`src/core/pot_pkg.sv`:
```
// Purpose: constants and carriers for the i2c wiper control block
// Assumes: 200 MHz i_clk; bus pins arrive asynchronously
// Notes: register map offsets are byte pointers on the serial bus
// How it works
// - address is 01010 plus two select pins
// - fast-mode and standard-mode bus timing both served
// - bus pulses under 50 ns are ignored
// - nonvolatile write starts after stop, lasts 20 ms
// - power control bit 0 enters standby
// - copy stored values, then report recall done
// - exactly one of three wiper modes active
// - default mode wiper follows volatile and stored value
// - table modes derive wiper from temperature
// - 7-bit wiper value selects one of 128 taps
// - update and adder bits choose the mode
// - shadow inhibit keeps stored value unchanged
// - power-up loads stored value into wiper
package pot_pkg;
  localparam logic [4:0] ADDR_FIXED = 5'h0a;
  localparam logic [7:0] OFS_WIPER_IV = 8'h00;
  localparam logic [7:0] OFS_CR0 = 8'h02;
  localparam logic [7:0] OFS_NV_CFG = 8'h03;
  localparam logic [7:0] OFS_LUT_ADDR = 8'h08;
  localparam logic [7:0] OFS_WIPER_LUT = 8'h09;
  localparam logic [7:0] OFS_PWR_CTL = 8'h0a;
  localparam logic [7:0] OFS_TEMP = 8'h0c;
  localparam logic [7:0] OFS_VCC = 8'h0e;
  localparam logic [6:0] WIPER_RESET = 7'h40;
  localparam int SHADOW_INHIBIT_BIT = 7;
  localparam int UPDATE_MODE_BIT = 0;
  localparam int ADDER_MODE_BIT = 1;
  localparam int STANDBY_BIT = 0;
  localparam int CLK_PERIOD_PS = 5000;
  localparam int GLITCH_NS = 50;
  localparam int GLITCH_CYC = (GLITCH_NS * 1000 + CLK_PERIOD_PS - 1) / CLK_PERIOD_PS;
  localparam int NV_WRITE_MS = 20;
  localparam int NV_WRITE_CYC = NV_WRITE_MS * (1000000000 / CLK_PERIOD_PS);
  localparam int RECALL_CYC = 16;

  typedef enum logic [1:0] {
    MODE_DEFAULT = 2'b00,
    MODE_LUT = 2'b01,
    MODE_LUT_ADD = 2'b10
  } wiper_mode_e;

  typedef struct packed {
    logic scl;
    logic sda;
  } bus_lines_s;

  typedef struct packed {
    logic [6:0] stored_iv;
    logic [1:0] nv_cfg;
  } nv_image_s;
endpackage

```
`src/core/bus_filter.sv`:
```
// Purpose: synchronise and deglitch the two serial bus lines
// Assumes: lines are asynchronous to i_clk
// Notes: a level must hold for the window before it is accepted
module bus_filter #(
  parameter int WINDOW = pot_pkg::GLITCH_CYC
) (
  // clock and reset
  input wire logic i_clk,
  input wire logic i_nrst,
  // raw and clean lines
  input wire pot_pkg::bus_lines_s i_raw,
  output pot_pkg::bus_lines_s o_clean
);
  localparam int CW = $clog2(WINDOW + 1);
  initial begin
    if (WINDOW < 1) $error("window must be at least one cycle");
  end
  pot_pkg::bus_lines_s meta;
  pot_pkg::bus_lines_s sync;
  always_ff @(posedge i_clk) begin
    if (!i_nrst) begin
      meta <= 2'b11;
      sync <= 2'b11;
    end else begin
      meta <= i_raw;
      sync <= meta;
    end
  end
  genvar g;
  generate
    for (g = 0; g < 2; g++) begin : g_line
      logic [CW-1:0] cnt;
      logic level;
      always_ff @(posedge i_clk) begin
        if (!i_nrst) begin
          cnt <= '0;
          level <= 1'b1;
        end else if (sync[g] == level) begin
          cnt <= '0;
        end else if (cnt == CW'(WINDOW - 1)) begin
          cnt <= '0;
          level <= sync[g];
        end else begin
          cnt <= cnt + 1'b1;
        end
      end
      assign o_clean[g] = level;
    end
  endgenerate
endmodule

```
`src/core/pot_wiper_ctrl.sv`:
```
// Purpose: serial target, register file and wiper control
// Assumes: nonvolatile image is held in flops; temperature is an input
// Notes: table arithmetic lives outside; its result comes on i_table_wiper
module pot_wiper_ctrl #(
  parameter int NV_WRITE_CYCLES = pot_pkg::NV_WRITE_CYC,
  parameter int RECALL_CYCLES = pot_pkg::RECALL_CYC
) (
  // clock and reset
  input wire logic i_clk,
  input wire logic i_nrst,
  // serial bus
  input wire logic i_scl,
  input wire logic i_sda,
  output logic o_sda_oe,
  // address select pins
  input wire logic i_addr_select_low,
  input wire logic i_addr_select_high,
  // temperature path
  input wire logic [7:0] i_temp,
  input wire logic [7:0] i_vcc,
  input wire logic i_temp_valid,
  input wire logic [6:0] i_table_wiper,
  // status and wiper
  output logic [6:0] o_tap,
  output logic [1:0] o_mode,
  output logic [7:0] o_lut_addr,
  output logic o_standby,
  output logic o_recall_done,
  output logic o_nv_busy
);
  initial begin
    if (NV_WRITE_CYCLES < 1 || RECALL_CYCLES < 1) $error("counts must be positive");
  end

  typedef enum logic [2:0] {
    ST_IDLE = 3'b000,
    ST_ADDR = 3'b001,
    ST_ACK = 3'b010,
    ST_WRITE = 3'b011,
    ST_READ = 3'b100,
    ST_RACK = 3'b101
  } bus_state_e;

  pot_pkg::bus_lines_s raw_lines;
  pot_pkg::bus_lines_s clean;
  assign raw_lines = '{scl: i_scl, sda: i_sda};
  bus_filter u_filter (
    .i_clk(i_clk),
    .i_nrst(i_nrst),
    .i_raw(raw_lines),
    .o_clean(clean)
  );

  // edge and condition detection on the filtered lines
  logic scl_q, sda_q;
  always_ff @(posedge i_clk) begin
    if (!i_nrst) begin
      scl_q <= 1'b1;
      sda_q <= 1'b1;
    end else begin
      scl_q <= clean.scl;
      sda_q <= clean.sda;
    end
  end
  logic scl_rise, scl_fall, start_cond, stop_cond;
  assign scl_rise = clean.scl && !scl_q;
  assign scl_fall = !clean.scl && scl_q;
  // filtered sampling covers both standard and fast timing
  assign start_cond = clean.scl && scl_q && sda_q && !clean.sda;
  assign stop_cond = clean.scl && scl_q && !sda_q && clean.sda;

  // address pins pass two flops
  logic [1:0] asel_meta, asel;
  always_ff @(posedge i_clk) begin
    if (!i_nrst) begin
      asel_meta <= 2'b00;
      asel <= 2'b00;
    end else begin
      asel_meta <= {i_addr_select_high, i_addr_select_low};
      asel <= asel_meta;
    end
  end

  // registers
  pot_pkg::nv_image_s nv_image;
  logic [6:0] wiper;
  logic [7:0] cr0;
  logic [1:0] nv_cfg;
  logic [7:0] power_control_reg;
  logic [7:0] lut_addr;
  logic recalled;
  logic [$clog2(RECALL_CYCLES+1)-1:0] recall_cnt;

  function automatic pot_pkg::wiper_mode_e mode_of(input logic [1:0] cfg);
    if (!cfg[pot_pkg::UPDATE_MODE_BIT]) return pot_pkg::MODE_DEFAULT;
    if (cfg[pot_pkg::ADDER_MODE_BIT]) return pot_pkg::MODE_LUT_ADD;
    return pot_pkg::MODE_LUT;
  endfunction

  pot_pkg::wiper_mode_e mode;
  assign mode = mode_of(nv_cfg);

  // serial engine
  bus_state_e state;
  logic [7:0] shift;
  logic [3:0] bit_cnt;
  logic rw_read, first_byte, drive_low;
  logic [7:0] pointer;
  logic wr_stb;
  logic [7:0] wr_data;
  logic [7:0] rd_data;
  logic addr_match;
  assign addr_match = shift[7:1] == {pot_pkg::ADDR_FIXED, asel};

  always_comb begin
    case (pointer)
      pot_pkg::OFS_WIPER_IV: rd_data = (mode == pot_pkg::MODE_DEFAULT) ?
        {1'b0, wiper} : {1'b0, nv_image.stored_iv};
      pot_pkg::OFS_CR0: rd_data = cr0;
      pot_pkg::OFS_NV_CFG: rd_data = {6'h00, nv_cfg};
      pot_pkg::OFS_LUT_ADDR: rd_data = lut_addr;
      pot_pkg::OFS_WIPER_LUT: rd_data = {1'b0, wiper};
      pot_pkg::OFS_PWR_CTL: rd_data = power_control_reg;
      pot_pkg::OFS_TEMP: rd_data = i_temp;
      pot_pkg::OFS_VCC: rd_data = i_vcc;
      default: rd_data = 8'h00;
    endcase
  end

  always_ff @(posedge i_clk) begin
    if (!i_nrst) begin
      state <= ST_IDLE;
      shift <= 8'h00;
      bit_cnt <= 4'h0;
      rw_read <= 1'b0;
      first_byte <= 1'b0;
      drive_low <= 1'b0;
      pointer <= 8'h00;
      wr_stb <= 1'b0;
      wr_data <= 8'h00;
    end else begin
      wr_stb <= 1'b0;
      if (start_cond) begin
        state <= ST_ADDR;
        bit_cnt <= 4'h0;
        drive_low <= 1'b0;
      end else if (stop_cond) begin
        state <= ST_IDLE;
        drive_low <= 1'b0;
      end else begin
        case (state)
          ST_IDLE: drive_low <= 1'b0;
          ST_ADDR: begin
            if (scl_rise) begin
              shift <= {shift[6:0], clean.sda};
              bit_cnt <= bit_cnt + 4'h1;
            end else if (scl_fall && bit_cnt == 4'h8) begin
              if (addr_match && recalled) begin
                state <= ST_ACK;
                rw_read <= shift[0];
                first_byte <= 1'b1;
                drive_low <= 1'b1;
              end else begin
                state <= ST_IDLE;
              end
            end
          end
          ST_ACK: begin
            if (scl_fall) begin
              bit_cnt <= 4'h0;
              if (rw_read) begin
                state <= ST_READ;
                shift <= rd_data;
                drive_low <= !rd_data[7];
              end else begin
                state <= ST_WRITE;
                drive_low <= 1'b0;
              end
            end
          end
          ST_WRITE: begin
            if (scl_rise) begin
              shift <= {shift[6:0], clean.sda};
              bit_cnt <= bit_cnt + 4'h1;
            end else if (scl_fall && bit_cnt == 4'h8) begin
              state <= ST_ACK;
              drive_low <= 1'b1;
              first_byte <= 1'b0;
              if (first_byte) begin
                pointer <= shift;
              end else begin
                wr_stb <= 1'b1;
                wr_data <= shift;
                pointer <= pointer + 8'h01;
              end
            end
          end
          ST_READ: begin
            if (scl_fall) begin
              if (bit_cnt == 4'h7) begin
                state <= ST_RACK;
                drive_low <= 1'b0;
                pointer <= pointer + 8'h01;
              end else begin
                shift <= {shift[6:0], 1'b0};
                drive_low <= !shift[6];
              end
              bit_cnt <= bit_cnt + 4'h1;
            end
          end
          ST_RACK: begin
            if (scl_rise) begin
              rw_read <= !clean.sda;
            end else if (scl_fall) begin
              if (rw_read) begin
                state <= ST_READ;
                bit_cnt <= 4'h0;
                shift <= rd_data;
                drive_low <= !rd_data[7];
              end else begin
                state <= ST_IDLE;
              end
            end
          end
          default: state <= ST_IDLE;
        endcase
      end
    end
  end

  // register writes and nonvolatile staging
  logic nv_pending;
  pot_pkg::nv_image_s nv_staged;
  logic [$clog2(NV_WRITE_CYCLES+1)-1:0] nv_cnt;
  logic nv_busy;

  always_ff @(posedge i_clk) begin
    if (!i_nrst) begin
      cr0 <= 8'h00;
      power_control_reg <= 8'h00;
      lut_addr <= 8'h00;
      nv_pending <= 1'b0;
      nv_staged <= '0;
    end else begin
      if (!nv_pending && !nv_busy) begin
        nv_staged <= '{stored_iv: nv_image.stored_iv, nv_cfg: nv_cfg};
      end
      if (wr_stb && !nv_busy) begin
        case (pointer - 8'h01)
          pot_pkg::OFS_WIPER_IV: begin
            if (!cr0[pot_pkg::SHADOW_INHIBIT_BIT]) begin
              nv_staged.stored_iv <= wr_data[6:0];
              nv_pending <= 1'b1;
            end
          end
          pot_pkg::OFS_CR0: cr0 <= wr_data;
          pot_pkg::OFS_NV_CFG: begin
            nv_staged.nv_cfg <= wr_data[1:0];
            nv_pending <= 1'b1;
          end
          pot_pkg::OFS_LUT_ADDR: lut_addr <= wr_data;
          pot_pkg::OFS_PWR_CTL: power_control_reg <= wr_data;
          default: ;
        endcase
      end
      if (stop_cond && nv_pending) begin
        nv_pending <= 1'b0;
      end
    end
  end

  // nonvolatile write timer, started by stop
  always_ff @(posedge i_clk) begin
    if (!i_nrst) begin
      nv_busy <= 1'b0;
      nv_cnt <= '0;
    end else if (stop_cond && nv_pending && !nv_busy) begin
      nv_busy <= 1'b1;
      nv_cnt <= '0;
    end else if (nv_busy) begin
      if (nv_cnt == $bits(nv_cnt)'(NV_WRITE_CYCLES - 1)) begin
        nv_busy <= 1'b0;
      end else begin
        nv_cnt <= nv_cnt + 1'b1;
      end
    end
  end

  // nonvolatile image: kept across the block reset in a real part
  always_ff @(posedge i_clk) begin
    if (!i_nrst) begin
      nv_image <= '{stored_iv: pot_pkg::WIPER_RESET, nv_cfg: 2'b00};
    end else if (nv_busy && nv_cnt == $bits(nv_cnt)'(NV_WRITE_CYCLES - 1)) begin
      nv_image <= nv_staged;
    end
  end

  // power-up recall, then wiper ownership by mode
  always_ff @(posedge i_clk) begin
    if (!i_nrst) begin
      recalled <= 1'b0;
      recall_cnt <= '0;
      nv_cfg <= 2'b00;
      wiper <= 7'h00;
    end else if (!recalled) begin
      wiper <= nv_image.stored_iv;
      nv_cfg <= nv_image.nv_cfg;
      if (recall_cnt == $bits(recall_cnt)'(RECALL_CYCLES - 1)) begin
        recalled <= 1'b1;
      end else begin
        recall_cnt <= recall_cnt + 1'b1;
      end
    end else begin
      if (nv_busy && nv_cnt == $bits(nv_cnt)'(NV_WRITE_CYCLES - 1)) begin
        nv_cfg <= nv_staged.nv_cfg;
      end
      if (mode == pot_pkg::MODE_DEFAULT) begin
        if (wr_stb && !nv_busy && (pointer - 8'h01) == pot_pkg::OFS_WIPER_IV) begin
          wiper <= wr_data[6:0];
        end
      end else if (i_temp_valid) begin
        wiper <= i_table_wiper;
      end else if (wr_stb && (pointer - 8'h01) == pot_pkg::OFS_WIPER_LUT) begin
        wiper <= wr_data[6:0];
      end
    end
  end

  // outputs
  always_ff @(posedge i_clk) begin
    if (!i_nrst) begin
      o_sda_oe <= 1'b0;
      o_tap <= 7'h00;
      o_mode <= pot_pkg::MODE_DEFAULT;
      o_lut_addr <= 8'h00;
      o_standby <= 1'b0;
      o_recall_done <= 1'b0;
      o_nv_busy <= 1'b0;
    end else begin
      o_sda_oe <= drive_low;
      o_tap <= wiper;
      o_mode <= mode;
      o_lut_addr <= lut_addr;
      o_standby <= power_control_reg[pot_pkg::STANDBY_BIT];
      o_recall_done <= recalled;
      o_nv_busy <= nv_busy;
    end
  end
endmodule

```
`config.mk`:
```
export PLATFORM = sky130hd
export DESIGN_NAME = pot_wiper_ctrl
export DESIGN_NICKNAME = d
export VERILOG_FILES = /design/src/core/pot_pkg.sv /design/src/core/bus_filter.sv /design/src/core/pot_wiper_ctrl.sv
export SDC_FILE = /design/constraint.sdc
export NUM_CORES = 1
export LEC_CHECK = 0
export ABC_AREA = 0
export BUFFER_PORTS_ARGS = -buffer_cell sky130_fd_sc_hd__buf_2
export CAP_MARGIN = 5
export CORE_MARGIN = 4
export CORE_UTILIZATION = 60
export CTS_CLUSTER_DIAMETER = 80
export DETAILED_ROUTE_END_ITERATION = 10
export PLACE_DENSITY_LB_ADDON = 0.05
export SKIP_CTS_REPAIR_TIMING = 1
export SYNTH_ARGS = -nofsm -noshare
export SYNTH_HDL_FRONTEND = slang
export SYNTH_SLANG_ARGS = --single-unit
export TNS_END_PERCENT = 50
```
`constraint.sdc`:
```
create_clock -name i_clk -period 3.6 [get_ports i_clk]
set_input_delay 0.36 -clock i_clk [delete_from_list [all_inputs] [get_ports i_clk]]
set_output_delay 0.36 -clock i_clk [all_outputs]
set_load 0.005 [all_outputs]
```
== Word level (Yosys, flattened, before mapping) ==
Cells that the tools add are included.
Word-level totals
  bits of input ports: 30
  logic and storage cells: 261
  register bits after elaboration: 157
  output and inout port bits: 21
Cells by class
  reductions and logical operators: 60
  equal/unequal tests: 54
  muxes and demuxes: 84
  bitwise gates (word level): 13
  add/sub/neg operators: 7
Operators with widths (count)
  8-bit two-way mux: 11
  8-bit by 4-bit == test with 1-bit output, second input constant: 8
  8-bit case mux with 8 select lines: 1
  7-bit two-way mux: 8
  4-bit != test, second input constant: 9
  3-bit two-way mux: 11
  8-bit by 2-bit == test with 1-bit output, second input constant: 4
  8-bit case mux with 4 select lines: 1
  1-bit two-way mux: 29
  2-bit != test, second input constant: 14
  4-bit two-way mux: 6
  22-bit by 1-bit adder with 22-bit output, second input constant: 1
  22-bit == test, second input constant: 1
  7-bit AND reduction: 3
  10-bit AND reduction: 2
  9-bit two-way mux: 2
  3-bit case mux with 6 select lines: 1
  1-bit logical AND: 16
  8-bit logical NOT: 2
  2-bit two-way mux: 8
  4-bit case mux with 4 select lines: 1
  8-bit case mux with 2 select lines: 1
  2-bit AND reduction: 8
  8-bit AND reduction: 2
  other kinds (31): 68

== Depth between registers and ports, before layout ==
  word-level depth: 12
  mapped depth: 9
  gate-level depth less buffers: 7

== Hierarchy ==
From an unflattened synthesis, not the netlist that was laid out.
Unflattened totals
  cells, all modules: 874
  area total of the unflattened synthesis: 7473.4 µm²
By module, submodules not included
  pot_wiper_ctrl: instances 1, cells each 824, sequential area each 2862.7 µm², area an instance 6915.4 µm²
  bus_filter: instances 1, cells each 50, sequential area each 280.3 µm², area an instance 558.0 µm²

== Worst setup path after synthesis ==
OpenSTA, ideal clock, no wires.
  path kind: register -> register
  from: register pointer[0]
  to: register nv_staged[0] in the netlist's numbering
  stages on the path, launching flop included: 9
  path slack: 1.233 ns
  clock period less this slack: 2.367 ns
  data arrival time: 2.307 ns
  path buffers: 1
  data required time: 3.540 ns
  setup time: 0.060 ns
  cells stage by stage: dfxtp_1 -> inv_1 -> ha_1 -> o21bai_1 -> a211oi_1 -> o31ai_2 -> clkbuf_1 -> o21ai_0 -> o311a_1
On the way
  longest elaborated chain between the ends: 4
RTL lines
  from (decl): line pot_wiper_ctrl.sv:108  | logic [7:0] pointer;
  from (signal assigned): line pot_wiper_ctrl.sv:190  | pointer <= shift;
  from (signal assigned): line pot_wiper_ctrl.sv:194  | pointer <= pointer + 8'h01;
  from (signal assigned): line pot_wiper_ctrl.sv:203  | pointer <= pointer + 8'h01;
  8-bit by 1-bit subtractor with 8-bit output: line pot_wiper_ctrl.sv:249  | case (pointer - 8'h01)
  8-bit by 2-bit == test with 1-bit output: line pot_wiper_ctrl.sv:249
  2-bit two-way mux: line pot_wiper_ctrl.sv:249
  9-bit two-way mux: line pot_wiper_ctrl.sv:248  | if (wr_stb && !nv_busy) begin
  to (signal assigned): line pot_wiper_ctrl.sv:246  | nv_staged <= '{stored_iv: nv_image.stored_iv, nv_cfg: nv_cfg};
  to (decl): line pot_wiper_ctrl.sv:233  | pot_pkg::nv_image_s nv_staged;
No other way between the ends.
A chain may end at the register's enable or synchronous reset.

== Worst setup path in the final report ==
  from: register pointer[0]
  to: register wiper[6]
On the way
  longest elaborated chain between the ends: 5
  elaborated cells between the ends (all ways): 8
  those cells by class: add/sub (1); eq/ne (3); reduce/logical (4)
RTL lines
  8-bit by 1-bit subtractor with 8-bit output (*): line pot_wiper_ctrl.sv:318, pot_wiper_ctrl.sv:323
  8-bit by 4-bit == test with 1-bit output / 8-bit logical NOT (equally long branches): line pot_wiper_ctrl.sv:323, pot_wiper_ctrl.sv:318
  1-bit logical AND (on tied branches): line pot_wiper_ctrl.sv:323, pot_wiper_ctrl.sv:318
  4-bit by 2-bit != test with 1-bit output (no source line) / 3-bit by 2-bit != test with 1-bit output (equally long branches)
  2-bit AND reduction (no source line) (*)
  to (signal assigned): line pot_wiper_ctrl.sv:319  | wiper <= wr_data[6:0];
  to (signal assigned): line pot_wiper_ctrl.sv:322  | wiper <= i_table_wiper;
  to (signal assigned): line pot_wiper_ctrl.sv:324  | wiper <= wr_data[6:0];
  to (decl): line pot_wiper_ctrl.sv:86  | logic [6:0] wiper;
Mark *: on every way between the ends. The rest lies on a longest branch, timed or not.

==> flow_summary.toml <==
[finish]
areaGrowthSynthToFinish_pct = 12.7
n_antenna_cell = 0
reg_top3 = "nv_cnt: 22 flops, nv_image: 9 flops, nv_staged: 9 flops"
drive_gt1_frac = 0.131
fin_cells = 1111
layout.nets = 972
regMostFlops = "nv_cnt"
largest_register_ffs = 22

[yosys]
synth_seq_area_share = 0.406
syn-cell-area_um2 = 7750
synth_edf_count = 0
synthArstFlopShare = 0
synth_cell_types = 81
syn_area_per_cell_um2 = 8.60
syn-num-nets = 945
ys_ff_latch = 157
ys_warn_count = 0
synth_flop_cell = "dfxtp_1"
netlist_instances = 901

[grt]
grt_pass1_vias = 6551
grt_start_max_net_pins = 62
grtUsageTotal = 0.281
overflow = 0
antenna_found_initial = 0
grt_pass1_wl_um = 33000

[floorplanning]
core_um2 = 12600
dieArea_um2 = 14800
io_pins = 51
start_util = 0.614
rows = 41
dieHeight_um = 122
die-width_um = 122

[routing]
drc_errors = 0
via_per_inst = 6.23
drtAntennaViolNets = 0
wire_per_inst_um = 18.4
wl_um = 20400
drt-initial-drc-count = 564
dr_total_vias = 6916
first_pass_iters = 5

[timing]
finalHoldViolCount = 0
max_freq_mhz = 346
worstMarginPinSlew_ns = 1.19
final_max_slew_viol_count = 0
finalSetupTns_ns = 0
clock_skew_ns = 0.00673
finalCritPeriodShare = 0.803
slew_headroom = 0.203
setup_viol = 0
period_needed_ns = 2.89
setup_ws_ns = 0.711
rsz0062_at_grt = "false"

[placement]
post-place-cells = 1081
hpwl_um = 14200
place_congestion = 0.918
dp_slack_ns = 0.829
numPortBuffers = 50

[critical_path]
cpMaxStageDelayCell = "a211oi_1"
timing.critical_path.cells = "inv_1, ha_1, o21bai_1, a211oi_1, o31ai_2, o311ai_0"
crit_fanout = 19
worst-endpoint-arrival_ns = 3.18
critPathKind = "flop to flop"
start_kind = "flop"
crit_path_max_incr_delay_ns = 0.78
worstPathRequired_ns = 3.89
crit_path_end_kind = "flop"

[clocking]
cts_buffer_depth = 2
clkSinkCount = 157
cts_buffers = 17
cts_tree = "built"
clk_pin_slew_worst_paths_ns = 0.06
root_buffer = "clkbuf_16"
worstSkewPairLatency_ns = 0.42
htree_levels = 4

[power]
power_density_nw_per_um2 = 433
leakagePower_nw = 3.56
ir_drop_mv = 0.374

[run_status]
status = "finished clean"

[run]
drv_cap = 0

[hold_path]
hold_class = "primary input to flop"
-- cells by family after synthesis --
logic type	count (synthesis)	share of synthesized area
xor gates and xnor gates	26	0.0294
DFF	157	0.406
and+or+nand+nor	368	0.238
AOI/OAI and AO/OA	202	0.188
adders and majority gates	14	0.0226
muxes	60	0.0780
buffers and inverters	74	0.0386
-- worst paths after layout --
| kind | from | end | slack [ns] | cells after the start |
|---|---|---|---|---|
| max reg2reg | pointer[0] | wiper[6] | 0.71 | 6 |
| max | pointer[0] | wiper[6] | 0.71 | 6 |
| min | i_scl | u_filter.meta[1] | 0.12 | 2 |
| min reg2reg | u_filter.meta[0] | u_filter.sync[0] | 0.41 | 1 |
-- cell usage after synthesis (4+ instances only) --
master | n | share of area
and4_1 | 5 | 0.0057
nand3_1 | 35 | 0.023
inv_1 | 19 | 0.0092
o21a_1 | 4 | 0.0039
nor2_1 | 103 | 0.050
xnor2_1 | 13 | 0.015
mux2i_1 | 57 | 0.074
nand3b_1 | 5 | 0.0048
xor2_1 | 13 | 0.015
nor2b_1 | 5 | 0.0040
o41ai_1 | 4 | 0.0045
a22oi_1 | 14 | 0.014
o21ai_0 | 32 | 0.021
nor3b_1 | 5 | 0.0048
or4_1 | 4 | 0.0039
and2_1 | 23 | 0.019
nor4_1 | 10 | 0.0081
buf_1 | 5 | 0.0024
nand4b_1 | 4 | 0.0045
clkbuf_1 | 42 | 0.020
a31oi_1 | 14 | 0.011
dfxtp_1 | 157 | 0.41
nand2b_1 | 14 | 0.011
ha_1 | 14 | 0.023
nor3_1 | 13 | 0.0084
a21oi_1 | 44 | 0.028
nand4_1 | 6 | 0.0048
nand2_1 | 101 | 0.049
or3_1 | 4 | 0.0032
buf_2 | 5 | 0.0032
o311ai_0 | 8 | 0.0090
a21o_1 | 4 | 0.0039
a211oi_1 | 12 | 0.012
and3_1 | 13 | 0.010
-- layer usage --
metal  wire length (um)  up-vias  GRT usage
met5                  0        -          0
met4                573        0      0.106
met3               1570       44     0.0752
met2               9390      256      0.428
met1               8860     3294      0.384
li1                   -     3322          -
-- placed cells by master (no fill, tap or decap), drive strengths merged, types with 6 or more instances in the layout --
cell type	instances
nand2b	14
clkinv	6
nor3	14
a22oi	14
nor4	10
a31oi	15
nand2	102
o311ai	13
ha	14
mux2i	57
and3	13
dfxtp	157
nor2	103
inv	20
and2	23
o21ai	32
nand3	35
or4	6
a211oi	12
nand4	7
a21oi	47
buf	62
xor2	13
xnor2	13
clkbuf	19
-- critical path: cells and delay by family, from the launching register on --
kind	cells	cell delay [ns]
buffers and inverters	1	0.17
DFF	1	0.47
AOI/OAI and AO/OA	4	1.83
adders and majority gates	1	0.29
-- cell type report --
| type | instances | area (um2) |
|---|---|---|
| timing repair buffer | 62 | 340 |
| sequential | 157 | 3140 |
| clock inverter | 11 | 191 |
| fill | 1049 | 3890 |
| inverter | 20 | 75.1 |
| multi-input combinational | 670 | 4310 |
| tap | 172 | 215 |
| clock buffer | 19 | 453 |
-- per-stage QoR --
step	cell area (um2)	total power, mW	util	hold WS [ns]
6_report	8730	3.78	0.692	0.118
4_1_cts	8730	3.80	0.692	0.110
5_1_grt	8730	3.90	0.692	0.119
2_1_floorplan	7750	1.83	-	0.386
3_5_place_dp	8090	1.86	0.641	0.399
3_3_place_gp	8090	1.86	0.641	0.389
-- power breakdown --
| part | switching, mW | leakage, nW | internal [mW] |
|---|---|---|---|
| Sequential | 0.00573 | 1.27 | 1.75 |
| Combinational | 0.0442 | 1.98 | 0.0255 |
| Clock | 0.697 | 0.319 | 1.26 |
(Power assumes the default switching activity.)
